[src/dtcfd_pkg.sv]
// Shared constants, types and helpers for the transport frame delineator
`default_nettype none
package dtcfd_pkg;
    ////////////////////////////////////////////////////////////////////////
    // Transport packet layout
    localparam logic [7:0]  SYNC_BYTE   = 8'h47;
    localparam logic [7:0]  STUFF_BYTE  = 8'hff;
    localparam logic [7:0]  PKT_FIRST   = 8'h00;
    localparam logic [7:0]  PKT_LAST    = 8'hbb;
    localparam logic [7:0]  HDR_B1      = 8'h01;
    localparam logic [7:0]  HDR_B2      = 8'h02;
    localparam logic [7:0]  HDR_B3      = 8'h03;
    localparam logic [7:0]  PTR_POS     = 8'h04;
    localparam logic [7:0]  START_LAST  = 8'hb8;
    localparam logic [16:0] PAYLOAD_LEN = 17'h000b8;
    localparam logic [12:0] DATA_PID    = 13'h1ffe;
    localparam logic [12:0] NULL_PID    = 13'h1fff;
    localparam logic [1:0]  AFC_PAYLOAD = 2'h1;
    localparam int          TEI_BIT     = 7;
    localparam int          PUSI_BIT    = 6;
    localparam int          PID_HI      = 4;
    localparam int          AFC_HI      = 5;
    localparam int          AFC_LO      = 4;
    localparam int          CC_HI       = 3;
    ////////////////////////////////////////////////////////////////////////
    // Alignment run lengths
    localparam logic [2:0]  LOCK_GOOD   = 3'h5;
    localparam logic [3:0]  LOSS_BAD    = 4'h9;
    ////////////////////////////////////////////////////////////////////////
    // MAC header walk
    localparam logic [7:0]  REQ_CONTROL = 8'hc4;
    localparam logic [16:0] MAC_HDR_LEN = 17'h00006;
    localparam logic [16:0] HDR_SEEN    = 17'h00004;
    localparam logic [1:0]  HIDX_KNOWN  = 2'h0;
    localparam logic [1:0]  HIDX_PARM   = 2'h1;
    localparam logic [1:0]  HIDX_LENH   = 2'h2;
    localparam logic [1:0]  HIDX_LENL   = 2'h3;
    ////////////////////////////////////////////////////////////////////////
    // Output buffer word: {abort, eof, sof, byte}
    localparam int          W_SOF       = 8;
    localparam int          W_EOF       = 9;
    localparam int          W_ABORT     = 10;
    localparam logic [1:0]  BUF_DEPTH   = 2'h2;

    typedef enum logic [1:0] {
        FS_NEED   = 2'b00,
        FS_SKIP   = 2'b01,
        FS_SEARCH = 2'b10,
        FS_FRAME  = 2'b11
    } dtcfd_fsm_e;

    // Request headers carry a service id in the length slot
    function automatic logic [16:0] frame_total(
        input logic [7:0]  ctl_byte,
        input logic [15:0] len_field
    );
        if (ctl_byte == REQ_CONTROL) begin
            return MAC_HDR_LEN;
        end
        return {1'b0, len_field} + MAC_HDR_LEN;
    endfunction : frame_total

    // Header walk: next {hidx, lenh, rem} after one frame byte
    function automatic logic [26:0] hdr_step(
        input logic [1:0]  hidx,
        input logic [7:0]  ctl,
        input logic [7:0]  lenh,
        input logic [16:0] rem,
        input logic [7:0]  b
    );
        case (hidx)
            HIDX_PARM: return {HIDX_LENH, lenh, rem};
            HIDX_LENH: return {HIDX_LENL, b, rem};
            HIDX_LENL: return {HIDX_KNOWN, lenh,
                               frame_total(ctl, {lenh, b}) - HDR_SEEN};
            default:   return {hidx, lenh, rem - 17'h00001};
        endcase
    endfunction : hdr_step
endpackage : dtcfd_pkg
`default_nettype wire

[src/dtcfd_link_if.sv]
// Byte-wide transport stream link between headend and delineator
`timescale 1ns/10ps
`default_nettype none
interface dtcfd_link_if;
    logic [7:0] ts_byte;
    logic [7:0] ts_chk;
    logic       ts_valid;
    logic       ts_ready;

    modport head (
        output ts_byte,
        output ts_chk,
        output ts_valid,
        input  ts_ready
    );
    modport delin (
        input  ts_byte,
        input  ts_chk,
        input  ts_valid,
        output ts_ready
    );
endinterface : dtcfd_link_if
`default_nettype wire

[src/dtcfd_delineator.sv]
// Receive end: packet alignment and MAC frame delineation
//
// Contract
// - Frames start anywhere, span packets, share packets; the headend starts none after packet byte 184 (START_LAST)
// - Start flag makes first payload byte pointer
// - Pointer zero: search begins next byte
// - Pointer marks first byte after previous tail
// - Skip fill bytes between frames
// - Next pointer counts tail; resume after it
// - No start flag: whole payload continues frame
// - Headend sends null packets, not fill-only
// - Multiplexing keeps MAC timing relationships
// - Mark frame start for accurate timestamping
// - Stream carries a parity checksum per packet
// - Five good checksums, 188 apart, acquire alignment
// - Nine bad checksums lose alignment, rehunt
// - Reserved fields never steer decoding
// - Every packet starts with the sync byte
// - Only the data identifier gets frame processing
// - Gaps are fill bytes, never control bytes
// - Pointer gives bytes to skip before search
`timescale 1ns/10ps
`default_nettype none
module dtcfd_delineator
    import dtcfd_pkg::*;
#(
    parameter logic [2:0] GOOD_RUN = LOCK_GOOD,
    parameter logic [3:0] BAD_RUN  = LOSS_BAD
) (
    // Clock and reset
    input  wire logic       core_clk,
    input  wire logic       resetn,
    // Transport link
    dtcfd_link_if.delin     link,
    // Frame bytes to the MAC
    output logic [7:0]      rx_data,
    output logic            rx_sof,
    output logic            rx_eof,
    output logic            rx_abort,
    output logic            rx_valid,
    input  wire logic       rx_ready,
    // Status
    output logic            rx_locked,
    output logic            rx_stamp
);
    typedef struct packed {
        logic        phase;
        logic        lock;
        logic [2:0]  good;
        logic [3:0]  bad;
        logic [7:0]  pos;
        logic [7:0]  acc;
        logic        tei;
        logic        pusi;
        logic [4:0]  pidh;
        logic        ours;
        logic        have_cc;
        logic [3:0]  cc;
        dtcfd_fsm_e  st;
        logic [7:0]  skip;
        logic [1:0]  hidx;
        logic [7:0]  frame_control_byte;
        logic [7:0]  lenh;
        logic [16:0] rem;
        logic [10:0] e0;
        logic [10:0] e1;
        logic [1:0]  cnt;
        logic        ovalid;
        logic        ready;
        logic        stamp;
    } dtcfd_dl_s;

    dtcfd_dl_s s;
    dtcfd_dl_s n;

    ////////////////////////////////////////////////////////////////////////
    always_comb begin : next_state
        logic [7:0]  b;
        logic        take;
        logic        push;
        logic        drop;
        logic [10:0] w;
        logic [1:0]  c;
        b = link.ts_byte;
        take = link.ts_valid && s.ready;
        push = 1'b0;
        drop = 1'b0;
        w = '0;
        c = s.cnt;
        n = s;
        n.stamp = 1'b0;
        if (take) begin
            if (!s.phase) begin
                // Hunt: the first sync byte only sets the phase
                if (b == SYNC_BYTE) begin
                    n.phase = 1'b1;
                    n.pos = HDR_B1;
                    n.acc = b;
                    n.good = '0;
                end
            end else if (s.pos == PKT_FIRST) begin
                n.acc = b;
                n.pos = HDR_B1;
                if (b == SYNC_BYTE && link.ts_chk == s.acc) begin
                    n.bad = '0;
                    if (!s.lock) begin
                        n.good = s.good + 3'h1;
                        if (n.good == GOOD_RUN) begin
                            n.lock = 1'b1;
                        end
                    end
                end else if (s.lock) begin
                    n.bad = s.bad + 4'h1;
                    if (n.bad == BAD_RUN) begin
                        n.lock = 1'b0;
                        n.phase = 1'b0;
                        n.bad = '0;
                        n.good = '0;
                        n.have_cc = 1'b0;
                        n.ours = 1'b0;
                        drop = 1'b1;
                    end
                end else begin
                    // A miss before lock restarts the run from scratch
                    n.phase = 1'b0;
                    n.good = '0;
                end
            end else begin
                n.acc = s.acc ^ b;
                n.pos = (s.pos == PKT_LAST) ? PKT_FIRST : s.pos + 8'h01;
                if (s.lock) begin
                    // Priority and scrambling bits are never looked at
                    case (s.pos)
                        HDR_B1: begin
                            n.tei = b[TEI_BIT];
                            n.pusi = b[PUSI_BIT];
                            n.pidh = b[PID_HI:0];
                        end
                        HDR_B2: begin
                            n.ours = ({s.pidh, b} == DATA_PID) && !s.tei;
                            if ({s.pidh, b} == DATA_PID && s.tei) begin
                                drop = 1'b1;
                            end
                        end
                        HDR_B3: begin
                            if (s.ours) begin
                                if (b[AFC_HI:AFC_LO] != AFC_PAYLOAD) begin
                                    n.ours = 1'b0;
                                end else begin
                                    if (s.have_cc &&
                                        b[CC_HI:0] != s.cc + 4'h1) begin
                                        drop = 1'b1;
                                    end
                                    n.cc = b[CC_HI:0];
                                    n.have_cc = 1'b1;
                                end
                            end
                        end
                        default: begin
                            if (!s.ours) begin
                                n.st = s.st;
                            end else if (s.pos == PTR_POS && s.pusi) begin
                                // A tail that agrees with the pointer runs on
                                if (!(s.st == FS_FRAME &&
                                      s.hidx == HIDX_KNOWN &&
                                      s.rem == {9'h000, b})) begin
                                    if (s.st == FS_FRAME) begin
                                        push = 1'b1;
                                        w[W_ABORT] = 1'b1;
                                    end
                                    n.skip = b;
                                    n.st = (b == 8'h00) ? FS_SEARCH
                                                        : FS_SKIP;
                                end
                            end else begin
                                // Payload without a pointer continues as is
                                case (s.st)
                                    FS_SKIP: begin
                                        n.skip = s.skip - 8'h01;
                                        if (s.skip == 8'h01) begin
                                            n.st = FS_SEARCH;
                                        end
                                    end
                                    FS_SEARCH: begin
                                        if (b != STUFF_BYTE) begin
                                            push = 1'b1;
                                            w[7:0] = b;
                                            w[W_SOF] = 1'b1;
                                            n.stamp = 1'b1;
                                            n.st = FS_FRAME;
                                            n.hidx = HIDX_PARM;
                                            n.frame_control_byte = b;
                                        end
                                    end
                                    FS_FRAME: begin
                                        push = 1'b1;
                                        w[7:0] = b;
                                        {n.hidx, n.lenh, n.rem} = hdr_step(
                                            s.hidx, s.frame_control_byte,
                                            s.lenh, s.rem, b);
                                        if (s.hidx == HIDX_KNOWN &&
                                            s.rem == 17'h00001) begin
                                            w[W_EOF] = 1'b1;
                                            n.st = FS_SEARCH;
                                        end
                                    end
                                    default: n.st = FS_NEED;
                                endcase
                            end
                        end
                    endcase
                end
            end
        end
        if (drop) begin
            if (s.st == FS_FRAME) begin
                push = 1'b1;
                w = '0;
                w[W_ABORT] = 1'b1;
            end
            n.st = FS_NEED;
        end
        ////////////////////////////////////////////////////////////////////
        // Two-entry buffer; head always in e0 so outputs leave a flop
        if (s.ovalid && rx_ready) begin
            n.e0 = s.e1;
            c = c - 2'h1;
        end
        if (push) begin
            if (c == 2'h0) begin
                n.e0 = w;
            end else begin
                n.e1 = w;
            end
            c = c + 2'h1;
        end
        n.cnt = c;
        n.ovalid = (c != 2'h0);
        n.ready = (c != BUF_DEPTH);
    end

    always_ff @(posedge core_clk or negedge resetn) begin
        if (!resetn) begin
            s <= '0;
            s.ready <= 1'b1;
        end else begin
            s <= n;
        end
    end

    ////////////////////////////////////////////////////////////////////////
    assign link.ts_ready = s.ready;
    assign rx_data       = s.e0[7:0];
    assign rx_sof        = s.e0[W_SOF];
    assign rx_eof        = s.e0[W_EOF];
    assign rx_abort      = s.e0[W_ABORT];
    assign rx_valid      = s.ovalid;
    assign rx_locked     = s.lock;
    assign rx_stamp      = s.stamp;
endmodule : dtcfd_delineator
`default_nettype wire

[src/flat_wrapper.sv]
// flat-port wrapper written by rule: the top's interface ports become plain ports
module dtcfd_delineator_flat import dtcfd_pkg::*;
#(
    parameter logic [2:0] GOOD_RUN = LOCK_GOOD,
    parameter logic [3:0] BAD_RUN  = LOSS_BAD
)
  (core_clk, resetn, rx_data, rx_sof, rx_eof, rx_abort, rx_valid, rx_ready, rx_locked, rx_stamp, link_ts_byte, link_ts_chk, link_ts_valid, link_ts_ready);
  dtcfd_link_if link_i ();
  input  wire logic core_clk;
  input  wire logic resetn;
  output logic [7:0] rx_data;
  output logic rx_sof;
  output logic rx_eof;
  output logic rx_abort;
  output logic rx_valid;
  input  wire logic rx_ready;
  output logic rx_locked;
  output logic rx_stamp;
  input wire logic [$bits(link_i.ts_byte)-1:0] link_ts_byte;
  input wire logic [$bits(link_i.ts_chk)-1:0] link_ts_chk;
  input wire logic [$bits(link_i.ts_valid)-1:0] link_ts_valid;
  output wire logic [$bits(link_i.ts_ready)-1:0] link_ts_ready;
  assign link_i.ts_byte = link_ts_byte;
  assign link_i.ts_chk = link_ts_chk;
  assign link_i.ts_valid = link_ts_valid;
  assign link_ts_ready = link_i.ts_ready;
  dtcfd_delineator #(.GOOD_RUN(GOOD_RUN), .BAD_RUN(BAD_RUN)) u_core (.core_clk(core_clk), .resetn(resetn), .link(link_i), .rx_data(rx_data), .rx_sof(rx_sof), .rx_eof(rx_eof), .rx_abort(rx_abort), .rx_valid(rx_valid), .rx_ready(rx_ready), .rx_locked(rx_locked), .rx_stamp(rx_stamp));
endmodule
[config.mk]
export PLATFORM = sky130hd
export DESIGN_NAME = dtcfd_delineator_flat
export DESIGN_NICKNAME = d
export VERILOG_FILES = /design/src/dtcfd_pkg.sv /design/src/dtcfd_link_if.sv /design/src/dtcfd_delineator.sv /design/src/flat_wrapper.sv
export SDC_FILE = /design/constraint.sdc
export NUM_CORES = 1
export LEC_CHECK = 0
export BUFFER_PORTS_ARGS = -buffer_cell sky130_fd_sc_hd__buf_2
export CORE_ASPECT_RATIO = 0.8
export CORE_MARGIN = 2
export CORE_UTILIZATION = 65
export CTS_CLUSTER_SIZE = 20
export DETAILED_ROUTE_END_ITERATION = 8
export PLACE_DENSITY = 0.93
export SYNTH_ARGS = -nofsm -noshare
export SYNTH_HDL_FRONTEND = slang
export SYNTH_SLANG_ARGS = --single-unit
[constraint.sdc]
create_clock -name core_clk -period 5.66 [get_ports core_clk]
set_clock_uncertainty 0.15 [all_clocks]
set_input_delay 0.566 -clock core_clk [delete_from_list [all_inputs] [get_ports core_clk]]
set_output_delay 0.566 -clock core_clk [all_outputs]
set_load 0.01 [all_outputs]
==> flow_summary.ini, run 1 <==
[logic_synthesis]
leading_register_cell_type_out_of_synthesis = dfrtp_1
share_of_flip_flops_with_an_asynchronous_set_or_reset_after_synthesis_pct = 100.0
yosysSeqAreaShare_pct = 39.19
syn_area_per_cell_sq_um = 8.794
synth.ff_latch_count = 110
synth_adder_area_share_pct = 3.917
xor_and_xnor_area_share_after_synthesis_pct = 7.229
post_synth_inst_count = 799
yosys.area.top_type = dfrtp_1
syn_nets = 841
yosys_warnings = 0
yosys.area.top_type_share_pct = 38.82
yosys.cell_types.count = 78
dominant_combinational_cell_family_by_area_after_synthesis = simple AND/OR/NAND/NOR gates
area_contributors_post_synth = dfrtp_1 (39%), nand2_1 (5.3%), o21ai_0 (5.0%)
synth-compound-area-share_pct = 18.73
simple_gate_area_share_of_the_yosys_netlist_pct = 21.10
mappedNetlistArea_sq_um = 7027
portion_of_netlist_area_occupied_by_mux_cells_pct = 5.110
synth-edff-count = 0

[clock_tree]
tritoncts.num_buffers = 9
insertion_delay_ps = 360
post-cts-setup-buffers = 0
cts-htree-levels = 3
cts-hold-fix-buffers = 0
number_of_gates_resized_after_cts = 0
clkTransAtPathRegs_ps = 70
cts.sinks = 110
cts_tree = done
max-clock-path-buffers = 2
clock_tree.root_cell = clkbuf_16

[pwr]
cell_internal_pwr_mw = 1.246
netSwitchingFraction_pct = 29.51
power.density_nw_per_um2 = 236.7
combPwrFrac_pct = 16.4
power.static_leakage_nw = 3.394
power_frac_seq_pct = 49.2
total_power_mw = 1.767
vdd.ir_drop.worst_mv = 0.1874
power.net_switching_mw = 0.5214
power.clock.fraction_pct = 34.4

[worst_setup_path]
worstPathArrival_ps = 3550
critPathCaptureType = register
critPathRequiredTime_ps = 5750
critical_path.max_fanout = 10
worst-setup-path-type = reg2reg
worstSetupStartpointType = register

[route]
detailedRoute.firstIterationViolations = 773
avgRoutedWirePerCell_um = 19.69
ant_nets = 0
remaining_drc_errors = 0
wirelength_mm = 18.49
post_drt_via_cell_ratio = 6.873
drt_first_pass_iters = 8
dr_total_vias = 6454

[place]
global_placement_routability_congestion = 0.9744
buffer_ports.inserted = 34
hpwlAfterDp_mm = 12.96

[timing]
timing.final.crit_share_pct = 61.18
timing.final.max_slew_violations = 0
slew-limit-headroom_pct = 17.92
max_freq_mhz = 288.8
tns_ps = 0
worst_slew_pin_slew_ps = 1228
unrepaired_setup_endpoints_after_global_routing = false
report.final.setup_viol = 0
final.min_clock_period_ps = 3463
hold_viol = 0

[final_layout]
layout.cells.most_common_list = dfrtp_1 (109), nand2_1 (99), o21ai_0 (70), nor2_1 (58), a21oi_1 (37)
layout.cells.most_common = dfrtp_1
flow.area_growth_from_synthesis_pct = 6.250
antenna_cells_inserted = 0
final_net_count = 836
drive_above_1_share_pct = 12.14

[floorplanning]
rows = 33
die_x_um = 120.2
die_h_um = 97.00
design.core.area_sq_um = 10410
die_area_sq_um = 11660
initial_standard_cell_utilization_of_the_core_pct = 67.53
io_pins = 35

[min_path]
hp-class = in2async

[global_routing]
first_global_vias = 6071
grt_first_pass_wirelength_mm = 30.73
gr_overflow_total = 0
grt_start_max_net_pins = 61
grt.total_usage_pct = 32.84
initial_antenna_violation_count = 0

[job]
max_cap_violations = 0

[status]
run_status = complete, no violations
[worst paths after layout]
path / end / from / slack, ps / depth (start not counted)
worst min-delay path: u_core.s[103]$_DFFE_PN0P_ / resetn / 70 / 1
worst max-delay path: u_core.s[59]$_DFFE_PN0P_ / u_core.s[93]$_DFFE_PN0P_ / 2200 / 7
max in group asynchronous: u_core.s[33]$_DFFE_PN0P_ / resetn / 4070 / 2
worst max register to register: u_core.s[59]$_DFFE_PN0P_ / u_core.s[93]$_DFFE_PN0P_ / 2200 / 7
min in group core_clk: u_core.s[79]$_DFFE_PN0P_ / u_core.s[79]$_DFFE_PN0P_ / 350 / 2
worst min register to register: u_core.s[79]$_DFFE_PN0P_ / u_core.s[79]$_DFFE_PN0P_ / 350 / 2
[cells by family after synthesis]
kind of cell	after synthesis
AOI/OAI and AO/OA	202
xor gates and xnor gates	58
adders and majority gates	22
buffers and inverters	80
DFF	110
muxes	33
and+or+nand+nor	294
[synthesized netlist by cell type (all sizes together), types with 22 or more instances]
cell type and n:
clkbuf 44, nor3 26, ha 22, xnor2 28, o21ai 73, xor2 30, dfrtp 109, inv 25
nor2 60, a21oi 37, mux2 23, nand2 100
[stage by stage]
stage          hold WS [ps]  setup slack, ps  cells  cell area (sq um)  utilization (%)
2_1_floorplan         120.4             2298    799               7027                -
3_3_place_gp          322.0             2263    923               7188            69.08
3_5_place_dp          326.2             2080    923               7188            69.08
4_1_cts               99.44             2280    939               7466            71.75
5_1_grt               121.0             2037    939               7466            71.75
6_report              69.16             2197    939               7466            71.75
[registers in the layout, indices dropped and copies added (netlist names)]
register / cells
u_core.rx_locked: 1
u_core.link.ts_ready: 1
u_core.rx_data: 8
u_core.rx_valid: 1
u_core.rx_abort: 1
u_core.rx_stamp: 1
u_core.s: 95
u_core.rx_eof: 1
u_core.rx_sof: 1
[routing by layer]
layer | global-route usage (%) | vias to the layer above | wire length (um)
met3 | 6.722 | 70 | 2026
met4 | 10.02 | 0 | 553
met5 | 0 | - | 0
met2 | 52.40 | 465 | 8519
met1 | 45.37 | 3056 | 7392
li1 | - | 2863 | -
[final cells by class]
class / instances / area (sq um)
clock inverter: 4 / 31.28
multi-input combinational: 609 / 3959
fill: 707 / 2939
sequential: 110 / 2754
timing repair buffer: 38 / 202.7
inverter: 26 / 97.59
clock buffer: 12 / 246.5
tap: 140 / 175.2
[critical path: stages, from the launching register on]
cell	delay (ps)
dfrtp_1	430
inv_1	100
ha_1	260
nor3_1	290
o21bai_1	170
a21oi_1	440
nor4b_2	1060
mux2_2	430
[power by group through the flow]
stage	logic [mW]	registers (mW)	clock network [mW]
after floorplan	0.216	0.862	0
after global placement	0.269	0.876	0
after detailed placement	0.283	0.881	0
after CTS	0.285	0.867	0.605
after global routing	0.321	0.874	0.639
final	0.290	0.869	0.608
No activity file was read; power rests on OpenSTA's default activity.
==> inputs of run 2 (changes only) <==
--- a/config.mk
+++ b/config.mk
@@ -8,10 +8,10 @@
 export BUFFER_PORTS_ARGS = -buffer_cell sky130_fd_sc_hd__buf_2
 export CORE_ASPECT_RATIO = 0.8
 export CORE_MARGIN = 2
-export CORE_UTILIZATION = 65
+export CORE_UTILIZATION = 62
 export CTS_CLUSTER_SIZE = 20
 export DETAILED_ROUTE_END_ITERATION = 8
-export PLACE_DENSITY = 0.93
+export PLACE_DENSITY = 0.89
 export SYNTH_ARGS = -nofsm -noshare
 export SYNTH_HDL_FRONTEND = slang
 export SYNTH_SLANG_ARGS = --single-unit
==> constraint.sdc (replaced) <==
create_clock -name core_clk -period 3.5 [get_ports core_clk]
set_clock_uncertainty 0.15 [all_clocks]
set_input_delay 0.35 -clock core_clk [delete_from_list [all_inputs] [get_ports core_clk]]
set_output_delay 0.35 -clock core_clk [all_outputs]
set_load 0.01 [all_outputs]
==> flow_summary.ini, run 2 (same netlist as run 1, synthesis figures left out) <==
[worst_setup_path]
rr_startpoint = u_core.s[61]$_DFFE_PN0P_
rrSetupSlack_ps = 320
critical_path.max_fanout = 5
worstPathArrival_ps = 3270
r2r.worst_path.cells = 8
worstSetupStartpointType = register
critPathCaptureType = register
worst-setup-path-type = reg2reg
r2r_end = u_core.s[4]$_DFF_PN0_
critPathRequiredTime_ps = 3590

[min_path]
hold-path-endpoint = u_core.s[45]$_DFFE_PN0P_
holdCritStartpoint = link_ts_byte[1]
min_path_cells = 3
hp-class = in2reg

[clock_tree]
cts-hold-fix-buffers = 1
max-clock-path-buffers = 2
cts.sinks = 110
tritoncts.num_buffers = 9
clkTransAtPathRegs_ps = 80
cts_tree = done
cts-htree-levels = 3
post-cts-setup-buffers = 0
number_of_gates_resized_after_cts = 0
clock_tree.root_cell = clkbuf_16
insertion_delay_ps = 360

[pwr]
power.static_leakage_nw = 3.498
cell_internal_pwr_mw = 2.006
power.net_switching_mw = 0.8560
power_frac_seq_pct = 49.0
total_power_mw = 2.862
power.density_nw_per_um2 = 374.6
combPwrFrac_pct = 17.0
power.clock.fraction_pct = 34.0
vdd.ir_drop.worst_mv = 0.2172
netSwitchingFraction_pct = 29.91

[global_routing]
grt_first_pass_wirelength_mm = 30.72
first_global_vias = 6226
grt_start_max_net_pins = 60
initial_antenna_violation_count = 0
grt.total_usage_pct = 31.69
gr_overflow_total = 0

[timing]
timing.final.max_slew_violations = 0
tns_ps = 0
max_freq_mhz = 314.6
timing.final.crit_share_pct = 90.82
final.min_clock_period_ps = 3179
worst_slew_pin_slew_ps = 902.7
report.final.setup_viol = 0
unrepaired_setup_endpoints_after_global_routing = false
hold_slack_ps = 233.8
hold_viol = 0
slew-limit-headroom_pct = 39.03

[route]
avgRoutedWirePerCell_um = 19.30
remaining_drc_errors = 0
wirelength_mm = 18.61
detailedRoute.firstIterationViolations = 818
ant_nets = 0
post_drt_via_cell_ratio = 6.666
drt_first_pass_iters = 5
dr_total_vias = 6426

[final_layout]
drive_above_1_share_pct = 14.39
post_layout_nonfiller_instances = 964
layout.cells.most_common = dfrtp_1
regMostFlops = u_core.s
flow.area_growth_from_synthesis_pct = 8.725
layout.cells.most_common_list = dfrtp_1 (109), nand2_1 (99), o21ai_0 (70), nor2_1 (58), a21oi_1 (37)
utilization_pct = 69.61
antenna_cells_inserted = 0
flip_flop_count_of_the_largest_register_after_layout = 95
final_net_count = 857

[floorplanning]
die_x_um = 123.0
io_pins = 35
initial_standard_cell_utilization_of_the_core_pct = 64.02
die_area_sq_um = 12210
rows = 34
die_h_um = 99.22
design.core.area_sq_um = 10980

[place]
global_placement_routability_congestion = 0.9808
buffer_ports.inserted = 34
hpwlAfterDp_mm = 13.29
numPlacedInstances = 947

[job]
max_cap_violations = 0

[status]
run_status = complete, no violations
## run 2: cell types whose count changed in the layout (fill, tap and decap cells not counted), sizes merged
cell / delta
buf: +20
inv: +1
clkbuf: -2
clkinv: +1
dlygate4sd3: +1
## run 2: how the worst max path moves through the flow
stage	startpoint	end	slack (ps)	cells past startpoint
after floorplan	u_core.s[53]$_DFFE_PN0P_	u_core.s[41]$_DFFE_PN0P_	330	11
after global placement	link_ts_byte[2]	u_core.s[40]$_DFFE_PN0P_	410	10
after detailed placement	link_ts_byte[2]	u_core.s[40]$_DFFE_PN0P_	300	10
after CTS	u_core.s[60]$_DFFE_PN0P_	u_core.s[4]$_DFF_PN0_	360	8
after global routing	u_core.s[53]$_DFFE_PN0P_	u_core.s[41]$_DFFE_PN0P_	180	9
final	u_core.s[61]$_DFFE_PN0P_	u_core.s[4]$_DFF_PN0_	320	8
## run 2: worst max-delay path, stage by stage (launching register included)
cell,delay [ps]
dfrtp_1,450
inv_1,140
ha_1,160
or3b_2,440
or4_1,500
o31ai_1,370
o21ai_1,210
nor2_2,280
mux2_2,370
## run 2: layer usage
layer | GRT usage (%) | part of all wire (%) | up-vias | routed length (um)
met5 | 0 | 0 | - | 0
met4 | 10.58 | 2.1 | 0 | 382
met3 | 6.594 | 9.7 | 54 | 1797
met2 | 51.34 | 47 | 387 | 8812
met1 | 42.63 | 41 | 3088 | 7618
li1 | - | - | 2897 | -
## run 2: stage by stage
step                      area, sq um  setup WS (ps)
after floorplan                  7027          329.8
after global placement           7356          412.2
after detailed placement         7356          297.6
after CTS                        7640          361.0
after global routing             7640          184.1
final                            7640          321.2
## run 2: area by class of cell
cell class | instances | area (sq um)
multi-input combinational | 609 | 3959
clock buffer | 10 | 229.0
sequential | 110 | 2754
fill | 780 | 3336
timing repair buffer | 59 | 375.4
inverter | 26 | 97.59
tap | 144 | 180.2
clock inverter | 6 | 45.04
## run 2: power groups by stage
stage               combinational (mW)  sequential, mW  clock (mW)
CTS                              0.477            1.40       0.986
detailed placement               0.470            1.42           0
global placement                 0.449            1.41           0
floorplan                        0.350            1.39           0
global route                     0.534            1.41        1.03
finish                           0.487            1.40       0.974
==> inputs of run 3 (changes only) <==
--- a/config.mk
+++ b/config.mk
@@ -8,10 +8,10 @@
 export BUFFER_PORTS_ARGS = -buffer_cell sky130_fd_sc_hd__buf_2
 export CORE_ASPECT_RATIO = 0.8
 export CORE_MARGIN = 2
-export CORE_UTILIZATION = 62
+export CORE_UTILIZATION = 56
 export CTS_CLUSTER_SIZE = 20
 export DETAILED_ROUTE_END_ITERATION = 8
-export PLACE_DENSITY = 0.89
+export PLACE_DENSITY = 0.86
 export SYNTH_ARGS = -nofsm -noshare
 export SYNTH_HDL_FRONTEND = slang
 export SYNTH_SLANG_ARGS = --single-unit
==> constraint.sdc (replaced) <==
create_clock -name core_clk -period 2.91 [get_ports core_clk]
set_clock_uncertainty 0.15 [all_clocks]
set_input_delay 0.291 -clock core_clk [delete_from_list [all_inputs] [get_ports core_clk]]
set_output_delay 0.291 -clock core_clk [all_outputs]
set_load 0.01 [all_outputs]
==> flow_summary.ini, run 3 (same netlist as run 1, synthesis figures left out) <==
[status]
run_status = complete, no violations

[route]
detailedRoute.firstIterationViolations = 924
ant_nets = 0
dr_total_vias = 6515
wirelength_mm = 18.80
post_drt_via_cell_ratio = 6.270
drt_first_pass_iters = 7
remaining_drc_errors = 0
avgRoutedWirePerCell_um = 18.09

[place]
buffer_ports.inserted = 34
dpl-instance-area_sq_um = 7762
global_placement_routability_congestion = 0.9131
hpwlAfterDp_mm = 13.42

[clock_tree]
cts.sinks = 110
cts-htree-levels = 3
clock_tree.root_cell = clkbuf_16
cts_tree = done
insertion_delay_ps = 360
max-clock-path-buffers = 2
clkTransAtPathRegs_ps = 70
tritoncts.num_buffers = 9

[final_layout]
flow.area_growth_from_synthesis_pct = 16.08
final_net_count = 905
layout.cells.most_common = dfrtp_1
layout.cells.most_common_list = dfrtp_1 (108), nand2_1 (96), buf_4 (70), o21ai_0 (69), nor2_1 (58)
antenna_cells_inserted = 0
utilization_pct = 66.82
regMostFlops = u_core.s
flip_flop_count_of_the_largest_register_after_layout = 95
drive_above_1_share_pct = 20.62
design_area_sq_um = 8157

[timing]
report.final.setup_viol = 0
max_freq_mhz = 349.5
timing.final.crit_share_pct = 98.33
timing.final.max_slew_violations = 0
final.min_clock_period_ps = 2861
slew-limit-headroom_pct = 32.36
hold_viol = 0
worst_slew_pin_slew_ps = 1002
tns_ps = 0

[worst_setup_path]
r2r.worst_path.cells = 7
worstPathArrival_ps = 2980
crit_chain = or4_4 -> or4b_4 -> nor2_4 -> o41a_4 -> nor2_1 -> or4_1 -> a211oi_2
crit_path_top_delay_cell = or4_4
critPathBufInv = 0
total_number_of_cells_along_the_worst_setup_path = 7
critPathCaptureType = register
critPathRequiredTime_ps = 3030
slowest_delay_ps = 570
critical_path.max_fanout = 6
worstSetupStartpointType = register
kind_of_cell_adding_the_most_delay_to_the_critical_path = simple AND/OR/NAND/NOR gates
worst-setup-path-type = reg2reg

[floorplanning]
die_area_sq_um = 13470
io_pins = 35
design.core.area_sq_um = 12210
initial_standard_cell_utilization_of_the_core_pct = 57.56
die_h_um = 104.2
die_x_um = 129.2
rows = 36

[pwr]
power.density_nw_per_um2 = 443.8
vdd.ir_drop.worst_mv = 0.2911
power.static_leakage_nw = 3.771

[job]
max_cap_violations = 0

[global_routing]
grt.total_usage_pct = 27.98
initial_antenna_violation_count = 0
gr_overflow_total = 0
grt_first_pass_wirelength_mm = 30.02
first_global_vias = 5947
grt_start_max_net_pins = 58

[min_path]
min_path_cells = 3
hp-class = in2reg
## run 3: cell types whose count changed in the layout (fill, tap and decap cells not counted), moves of 2 or more
cell and change:
buf_4 +46, nand2_2 +3, clkinvlp_4 -2, nor2_2 -2
nand2_1 -3, or4_1 -2, or4_4 +2, nor2_4 +2
## run 3: timing repair
item | 4_1_cts | 5_1_grt
gates resized for setup | 2 | 15
pin swaps | 0 | 2
hold buffers | 1 | 0
endpoints found under the setup margin | 1 | 36
setup buffers | 0 | 2
hold endpoints to repair | 33 | 0
## run 3: cell type report
type,instances,area [sq um]
fill,923,4050
multi-input combinational,609,4040
sequential,110,2755
timing repair buffer,107,752.0
clock buffer,10,229.0
tap,171,214.0
inverter,26,97.59
clock inverter,6,68.82
## run 3: worst paths after layout
check                                         start                             end  slack [ps]
min in group asynchronous                    resetn       u_core.rx_stamp$_DFF_PN0_         290
hold reg to reg            u_core.s[79]$_DFFE_PN0P_        u_core.s[79]$_DFFE_PN0P_         340
max in group asynchronous                    resetn  u_core.link.ts_ready$_DFF_PN1_        1640
hold / removal                      link_ts_byte[3]        u_core.s[47]$_DFFE_PN0P_         130
setup reg to reg           u_core.s[97]$_DFFE_PN0P_        u_core.s[71]$_DFFE_PN0P_          50
setup / recovery           u_core.s[97]$_DFFE_PN0P_        u_core.s[71]$_DFFE_PN0P_          50
## run 3: metrics by stage
step / worst slack (ps) / hold WS (ps) / total power, mW / instances
floorplan: 33.28 / -154.6 / 2.102 / 799
global placement: 99.38 / 131.3 / 2.315 / 1020
detailed placement: -1.756 / 130.7 / 2.342 / 1020
finish: 48.71 / 126.4 / 3.620 / 1039
global route: -33.56 / 122.3 / 3.760 / 1039
CTS: 17.54 / 120.2 / 3.594 / 1037
## run 3: worst min-delay path: cells and delay by family
kind,cells,cell delay [ps]
AO/OA/AOI/OAI,1,70
AND/OR/NAND/NOR,1,70
buffers and inverters,1,150
## run 3: metal layers
layer  track usage [%]  vias up  share of wire, %
li1                  -     2996                 -
met4             9.705        0               3.0
met2             41.02      353                44
met3             5.504       52               8.6
met5                 0        -                 0
met1             41.28     3114                44
## run 3: where the power goes
part | internal (mW) | switching (mW)
registers | 1.60 | 0.0725
clock network | 0.675 | 0.586
logic | 0.288 | 0.396
